`src/rtl/oie_pkg.sv`:
```
// Constants and types shared by the interrupt enable pair.
// Assumes one 50 MHz controller clock and a synchronous active-high reset.
`default_nettype none

package oie_pkg;

    localparam int unsigned DATA_W = 32;
    localparam int unsigned ADDR_W = 8;
    localparam int unsigned EVT_N  = 7;

    // ****************************************************************
    // Register offsets, bytes from the controller base address.
    // ****************************************************************
    localparam logic [ADDR_W-1:0] OFS_ENABLE_SET   = 8'h10;
    localparam logic [ADDR_W-1:0] OFS_ENABLE_CLEAR = 8'h14;

    // ****************************************************************
    // Field positions and masks.
    // ****************************************************************
    localparam int unsigned BIT_MASTER        = 31;
    localparam int unsigned BIT_OWNERSHIP     = 30;
    localparam int unsigned BIT_ROOT_PORT     = 6;
    localparam int unsigned BIT_FRAME_OVF     = 5;
    localparam int unsigned BIT_FATAL_ERR     = 4;
    localparam int unsigned BIT_RESUME        = 3;
    localparam int unsigned BIT_FRAME_START   = 2;
    localparam int unsigned BIT_DONE_WRITTEN  = 1;
    localparam int unsigned BIT_SCHED_OVERRUN = 0;

    localparam logic [DATA_W-1:0] ENABLE_MASK   = 32'hc000_007f;
    localparam logic [DATA_W-1:0] EVENT_MASK    = 32'h4000_007f;
    localparam logic [DATA_W-1:0] RESERVED_MASK = 32'h3fff_ff80;
    localparam logic [DATA_W-1:0] ENABLE_RESET  = 32'h0000_0000;
    localparam logic [DATA_W-1:0] READ_UNMAPPED = 32'h0000_0000;

    // ****************************************************************
    // Access sequencer states, one-hot.
    // ****************************************************************
    typedef enum logic [1:0] {
        OIE_IDLE = 2'h1,
        OIE_ACK  = 2'h2
    } oie_state_t;

endpackage : oie_pkg

`default_nettype wire

```
`src/rtl/oie_gate_if.sv`:
```
// Carrier between the register block and the request gate.
// Assumes both ends sit on the same controller clock.
`default_nettype none

interface oie_gate_if;
    logic [oie_pkg::DATA_W-1:0] flags;
    logic [oie_pkg::DATA_W-1:0] enables;
    logic [oie_pkg::DATA_W-1:0] pending;
    logic                       request;

    modport gate (input flags, input enables, output pending, output request);
    modport user (output flags, output enables, input pending, input request);
endinterface : oie_gate_if

`default_nettype wire

```
`src/rtl/oie_gate.sv`:
```
// Combinational request gate: events masked by their enables; the request also by the master.
// Assumes flags and enables come from logic on the controller clock.
`default_nettype none

module oie_gate (
    oie_gate_if.gate gif
);

    logic [oie_pkg::DATA_W-1:0] masked;

    // ****************************************************************
    // Per-event gating.
    // ****************************************************************
    genvar gi;
    generate
        for (gi = 0; gi < oie_pkg::DATA_W; gi++) begin : g_evt
            if (oie_pkg::EVENT_MASK[gi]) begin : g_live
                assign masked[gi] = gif.flags[gi] & gif.enables[gi];
            end else begin : g_dead
                assign masked[gi] = 1'b0;
            end
        end
    endgenerate

    assign gif.pending = masked;
    assign gif.request = gif.enables[oie_pkg::BIT_MASTER] & (|masked);

endmodule : oie_gate

`default_nettype wire

```
`src/rtl/oie_top.sv`:
```
// Interrupt enable pair: set register, clear alias and the request output.
// Assumes the register port and event flags are driven on ref_clk.
`default_nettype none

module oie_top #(
    parameter int unsigned ADDR_W = oie_pkg::ADDR_W,
    parameter int unsigned DATA_W = oie_pkg::DATA_W
) (
    input  wire logic              ref_clk,
    input  wire logic              srst,
    input  wire logic              soft_rst,
    input  wire logic              reg_wr,
    input  wire logic              reg_rd,
    input  wire logic [ADDR_W-1:0] reg_addr,
    input  wire logic [DATA_W-1:0] reg_wdata,
    input  wire logic [DATA_W-1:0] event_flags,
    output var  logic [DATA_W-1:0] reg_rdata,
    output var  logic              reg_ack,
    output var  logic              reg_busy,
    output var  logic              reserved_write,
    output var  logic              master_irq_enable,
    output var  logic [DATA_W-1:0] pending_events,
    output var  logic              irq_req
);

    // ****************************************************************
    // State record.
    // ****************************************************************
    typedef struct packed {
        oie_pkg::oie_state_t state;
        logic [DATA_W-1:0]   enable;
        logic [DATA_W-1:0]   rdata;
        logic [DATA_W-1:0]   pending;
        logic                ack;
        logic                busy;
        logic                rsv_wr;
        logic                irq;
    } oie_regs_t;

    oie_regs_t regs_r;
    oie_regs_t regs_nxt;

    oie_gate_if gif ();

    logic [DATA_W-1:0] enable_next;

    // ****************************************************************
    // Address decode.
    // ****************************************************************
    function automatic logic oie_hit(input logic [ADDR_W-1:0] addr,
                                     input logic [ADDR_W-1:0] ofs);
        return addr == ofs;
    endfunction : oie_hit

    // ****************************************************************
    // Request gate, fed from the enables as they will stand after this
    // edge so that a clear drops the request on the very next clock.
    // ****************************************************************
    assign gif.flags   = event_flags;
    assign gif.enables = enable_next;

    oie_gate u_gate (
        .gif (gif.gate)
    );

    // ****************************************************************
    // Enable storage update.
    // ****************************************************************
    always_comb begin
        logic take_wr;
        take_wr     = reg_wr && (regs_r.state == oie_pkg::OIE_IDLE);
        enable_next = regs_r.enable;
        if (soft_rst) begin
            enable_next = oie_pkg::ENABLE_RESET;
        end else if (take_wr && oie_hit(reg_addr, oie_pkg::OFS_ENABLE_SET)) begin
            // Zeros leave bits alone, so no read-modify-write is needed.
            enable_next = regs_r.enable | (reg_wdata & oie_pkg::ENABLE_MASK);
        end else if (take_wr && oie_hit(reg_addr, oie_pkg::OFS_ENABLE_CLEAR)) begin
            // Covers master, ownership and all seven event enables alike.
            enable_next = regs_r.enable &
                          ~(reg_wdata & oie_pkg::ENABLE_MASK);
        end
    end

    // ****************************************************************
    // Access sequencer and read path.
    // ****************************************************************
    always_comb begin
        logic take_wr;
        logic take_rd;
        take_wr  = reg_wr && (regs_r.state == oie_pkg::OIE_IDLE);
        take_rd  = reg_rd && !reg_wr && (regs_r.state == oie_pkg::OIE_IDLE);
        regs_nxt = regs_r;

        regs_nxt.enable  = enable_next;
        regs_nxt.pending = gif.pending;
        regs_nxt.irq     = gif.request;
        regs_nxt.ack     = 1'b0;

        // Software is expected to keep reserved bits at zero; flag it if not.
        if (take_wr && ((reg_wdata & oie_pkg::RESERVED_MASK) != '0)) begin
            regs_nxt.rsv_wr = 1'b1;
        end

        case (regs_r.state)
            oie_pkg::OIE_IDLE: begin
                if (take_wr || take_rd) begin
                    regs_nxt.state = oie_pkg::OIE_ACK;
                    regs_nxt.ack   = 1'b1;
                end
                if (take_rd) begin
                    if (oie_hit(reg_addr, oie_pkg::OFS_ENABLE_SET) ||
                        oie_hit(reg_addr, oie_pkg::OFS_ENABLE_CLEAR)) begin
                        regs_nxt.rdata = regs_r.enable & oie_pkg::ENABLE_MASK;
                    end else begin
                        regs_nxt.rdata = oie_pkg::READ_UNMAPPED;
                    end
                end
            end
            oie_pkg::OIE_ACK: begin
                // One dead cycle between accesses keeps the answer simple.
                regs_nxt.state = oie_pkg::OIE_IDLE;
            end
            default: begin
                regs_nxt.state = oie_pkg::OIE_IDLE;
            end
        endcase

        // Busy is kept in its own flip-flop so the port needs no decode.
        regs_nxt.busy = regs_nxt.state == oie_pkg::OIE_ACK;

        if (soft_rst) begin
            regs_nxt.rsv_wr = 1'b0;
            regs_nxt.irq    = 1'b0;
        end
    end

    // ****************************************************************
    // State register.
    // ****************************************************************
    always_ff @(posedge ref_clk) begin
        if (srst) begin
            regs_r.state   <= oie_pkg::OIE_IDLE;
            regs_r.enable  <= oie_pkg::ENABLE_RESET;
            regs_r.rdata   <= oie_pkg::READ_UNMAPPED;
            regs_r.pending <= '0;
            regs_r.ack     <= 1'b0;
            regs_r.busy    <= 1'b0;
            regs_r.rsv_wr  <= 1'b0;
            regs_r.irq     <= 1'b0;
        end else begin
            regs_r <= regs_nxt;
        end
    end

    assign reg_rdata         = regs_r.rdata;
    assign reg_ack           = regs_r.ack;
    assign reg_busy          = regs_r.busy;
    assign reserved_write    = regs_r.rsv_wr;
    assign master_irq_enable = regs_r.enable[oie_pkg::BIT_MASTER];
    assign pending_events    = regs_r.pending;
    assign irq_req           = regs_r.irq;

endmodule : oie_top

`default_nettype wire

```
`config.mk`:
```
export PLATFORM = sky130hd
export DESIGN_NAME = oie_top
export DESIGN_NICKNAME = d
export VERILOG_FILES = /design/src/rtl/oie_pkg.sv /design/src/rtl/oie_gate_if.sv /design/src/rtl/oie_gate.sv /design/src/rtl/oie_top.sv
export SDC_FILE = /design/constraint.sdc
export NUM_CORES = 1
export LEC_CHECK = 0
export BUFFER_PORTS_ARGS = -buffer_cell sky130_fd_sc_hd__clkbuf_2
export CAP_MARGIN = 20
export CORE_MARGIN = 2
export CORE_UTILIZATION = 31
export CTS_BUF_LIST = sky130_fd_sc_hd__clkbuf_16
export CTS_CLUSTER_DIAMETER = 60
export DETAILED_ROUTE_END_ITERATION = 7
export GPL_ROUTABILITY_DRIVEN = 0
export PLACE_DENSITY = 0.64
export SETUP_SLACK_MARGIN = 0.15
export SYNTH_ARGS = -nofsm -noshare
export SYNTH_HDL_FRONTEND = slang
export SYNTH_HIERARCHICAL = 1
export SYNTH_SLANG_ARGS = --single-unit
```
`constraint.sdc`:
```
create_clock -name ref_clk -period 5.5 [get_ports ref_clk]
set_clock_uncertainty 0.05 [all_clocks]
set_input_delay 0.55 -clock ref_clk [delete_from_list [all_inputs] [get_ports ref_clk]]
set_output_delay 0.55 -clock ref_clk [all_outputs]
set_load 0.01 [all_outputs]
```
==> impl_metrics.env <==
export IMPL_outcome="finished, final reports clean"
export IMPL_rsz0062_at_grt="false"
export IMPL_grt_max_degree=45
export IMPL_finalCritPeriodShare_pct=53.2
export IMPL_internal_power_w=0.000618
export IMPL_cts_sinks=56
export IMPL_core_area_um2=8300
export IMPL_ir_drop_v=0.000112
export IMPL_synth_area_um2=2680
export IMPL_track_usage_pct=11.1
export IMPL_firstDrtPassIters=4
export IMPL_cap_violations=0
export IMPL_viasPerCell=4.09
export IMPL_fin_crit_ns=2.93
export IMPL_met2_usage_pct=19.4
export IMPL_post_dp_cell_area_um2=2770
export IMPL_std_cell_rows=33
export IMPL_met3_usage_pct=3.90
export IMPL_startpoint="reg_addr[1]"
export IMPL_synth_cells=272
export IMPL_worstMarginPinSlew_ns=0.564
export IMPL_ctsHoldBuffers=0
export IMPL_grt_overflow_total=0
export IMPL_cts_tree="yes"
export IMPL_arrival_ns=3.06
export IMPL_r2r_start="regs_r[100]"
export IMPL_routedWlPerCell_um=12.0
export IMPL_diodes=0
export IMPL_initial_core_util_pct=32.2
export IMPL_p_leak_nw=1.39
export IMPL_seqPwrFrac_pct=52.1
export IMPL_clockRootBuffer="clkbuf_16"
export IMPL_final_antenna_net_count=0
export IMPL_max_freq_mhz=342
export IMPL_p_clk_share_pct=38.9
export IMPL_fill_cells=859
export IMPL_combinationalPowerShare_pct=9.0
export IMPL_port_buffer_count=98
export IMPL_slew_headroom_pct=62.2
export IMPL_chipHeight_um=96.9
export IMPL_clockBufferDepth=2
export IMPL_end_kind="register"
export IMPL_min_from="regs_r[70]"
export IMPL_antenna_found_initial=0
export IMPL_stdcell_count=431
export IMPL_pwr_density_cell_nw_per_um2=278
export IMPL_drc=0
export IMPL_dieArea_um2=9390
export IMPL_syn_avg_cell_area_um2=9.84
export IMPL_drive_above_1_share_pct=35.3
export IMPL_clock_latency_ns=0.29
export IMPL_dp_cells=423
export IMPL_hpwlAfterDp_um=4010
export IMPL_ios=146
export IMPL_grt_pass1_wl_um=8270
export IMPL_cts_post_setup_buffers_inserted=0
export IMPL_routed_wl_um=5190
export IMPL_use_met1_pct=13.2
export IMPL_power_switching_w=0.000192
export IMPL_yosysWarnings=6
export IMPL_worstPathMaxFanout=9
export IMPL_cts_max_level=2
export IMPL_top_usage_layer="met2"
export IMPL_worstPathRequired_ns=5.63
export IMPL_p_total_w=0.000810
export IMPL_first_global_vias=1734
export IMPL_hold_path_class="reg -> reg"
export IMPL_finalInstanceArea_um2=2920
export IMPL_cp_start_kind="input port"
export IMPL_nets=402
export IMPL_path_clk_slew_ns=0.07
export IMPL_hold_violations=0
export IMPL_p_sw_share_pct=23.7
export IMPL_die_width_um=96.9
export IMPL_tns_ns=0
export IMPL_cts_inserted_buffers=5
export IMPL_crit_type="in -> reg"
export IMPL_setup_viol=0
export IMPL_postLayoutCoreUtil_pct=35.2
export IMPL_num_vias=1763
export IMPL_drv_slew=0
export IMPL_drt_iter0_markers=35
export IMPL_cts_resized_gates=0
export IMPL_syn2layout_area_growth_pct=9.07
## cell type report
class                      instances  area [um2]  area share (%)
sequential                        56        1120            38.4
multi-input combinational        161        1010            34.8
timing repair buffer              99         498            17.1
tap                              105         131            4.50
clock buffer                       5         125            4.29
clock inverter                     3        21.3           0.729
inverter                           2        7.51           0.257
## through the flow
stage,worst slack (ns),hold slack (ns)
6_report,2.57,0.439
5_1_grt,2.34,0.449
4_1_cts,2.49,0.445
3_5_place_dp,2.19,0.426
3_3_place_gp,2.27,0.422
2_1_floorplan,2.82,0.409
## metal layers
metal,wire length (um),vias to the layer above,share of wire [%]
met5,0,-,0
met4,24,0,0.46
met3,474,2,9.1
met2,2590,92,50
met1,2100,779,40
li1,-,890,-
## power groups by stage
stage                     registers (W)  clock network [W]  logic (W)
final                          0.000422           0.000315  0.0000731
after global routing           0.000424           0.000348  0.0000820
after CTS                      0.000423           0.000329  0.0000736
after detailed placement       0.000432                  0  0.0000734
after global placement         0.000432                  0  0.0000724
after floorplan                0.000432                  0  0.0000721
## cells in the final DEF, fill, tap and decap left out, types with 2 or more instances in the layout
master	n
nor4_1	6
nor4b_4	2
a22o_1	18
and2_1	8
clkbuf_16	5
a22oi_1	9
conb_1	47
nor4b_1	3
clkbuf_2	98
a21boi_0	8
dfxtp_1	56
nor2b_1	32
nor2_1	10
and4_1	2
## path summary, 6_finish.rpt
kind	to	slack, ns	depth (start not counted)
hold reg to reg	reg_rdata[2]	0.44	2
hold / removal	reg_rdata[2]	0.44	2
setup reg to reg	irq_req	2.83	8
setup / recovery	irq_req	2.57	9
## flip-flops by register name, indices dropped and copies added, names as in the netlist
signal / flops
pending_events: 32
regs_r: 10
reg_rdata: 9
irq_req: 1
master_irq_enable: 1
reg_ack: 1
reg_busy: 1
reserved_write: 1
## critical path, stage by stage
cell      delay, ns
clkbuf_2       0.08
nor3_1         0.46
and4_1         0.47
a21boi_0       0.17
a22o_1         0.22
and2_4         0.14
or4_1          0.53
o41a_1         0.31
and2_1         0.13
(Power assumes the default switching activity.)
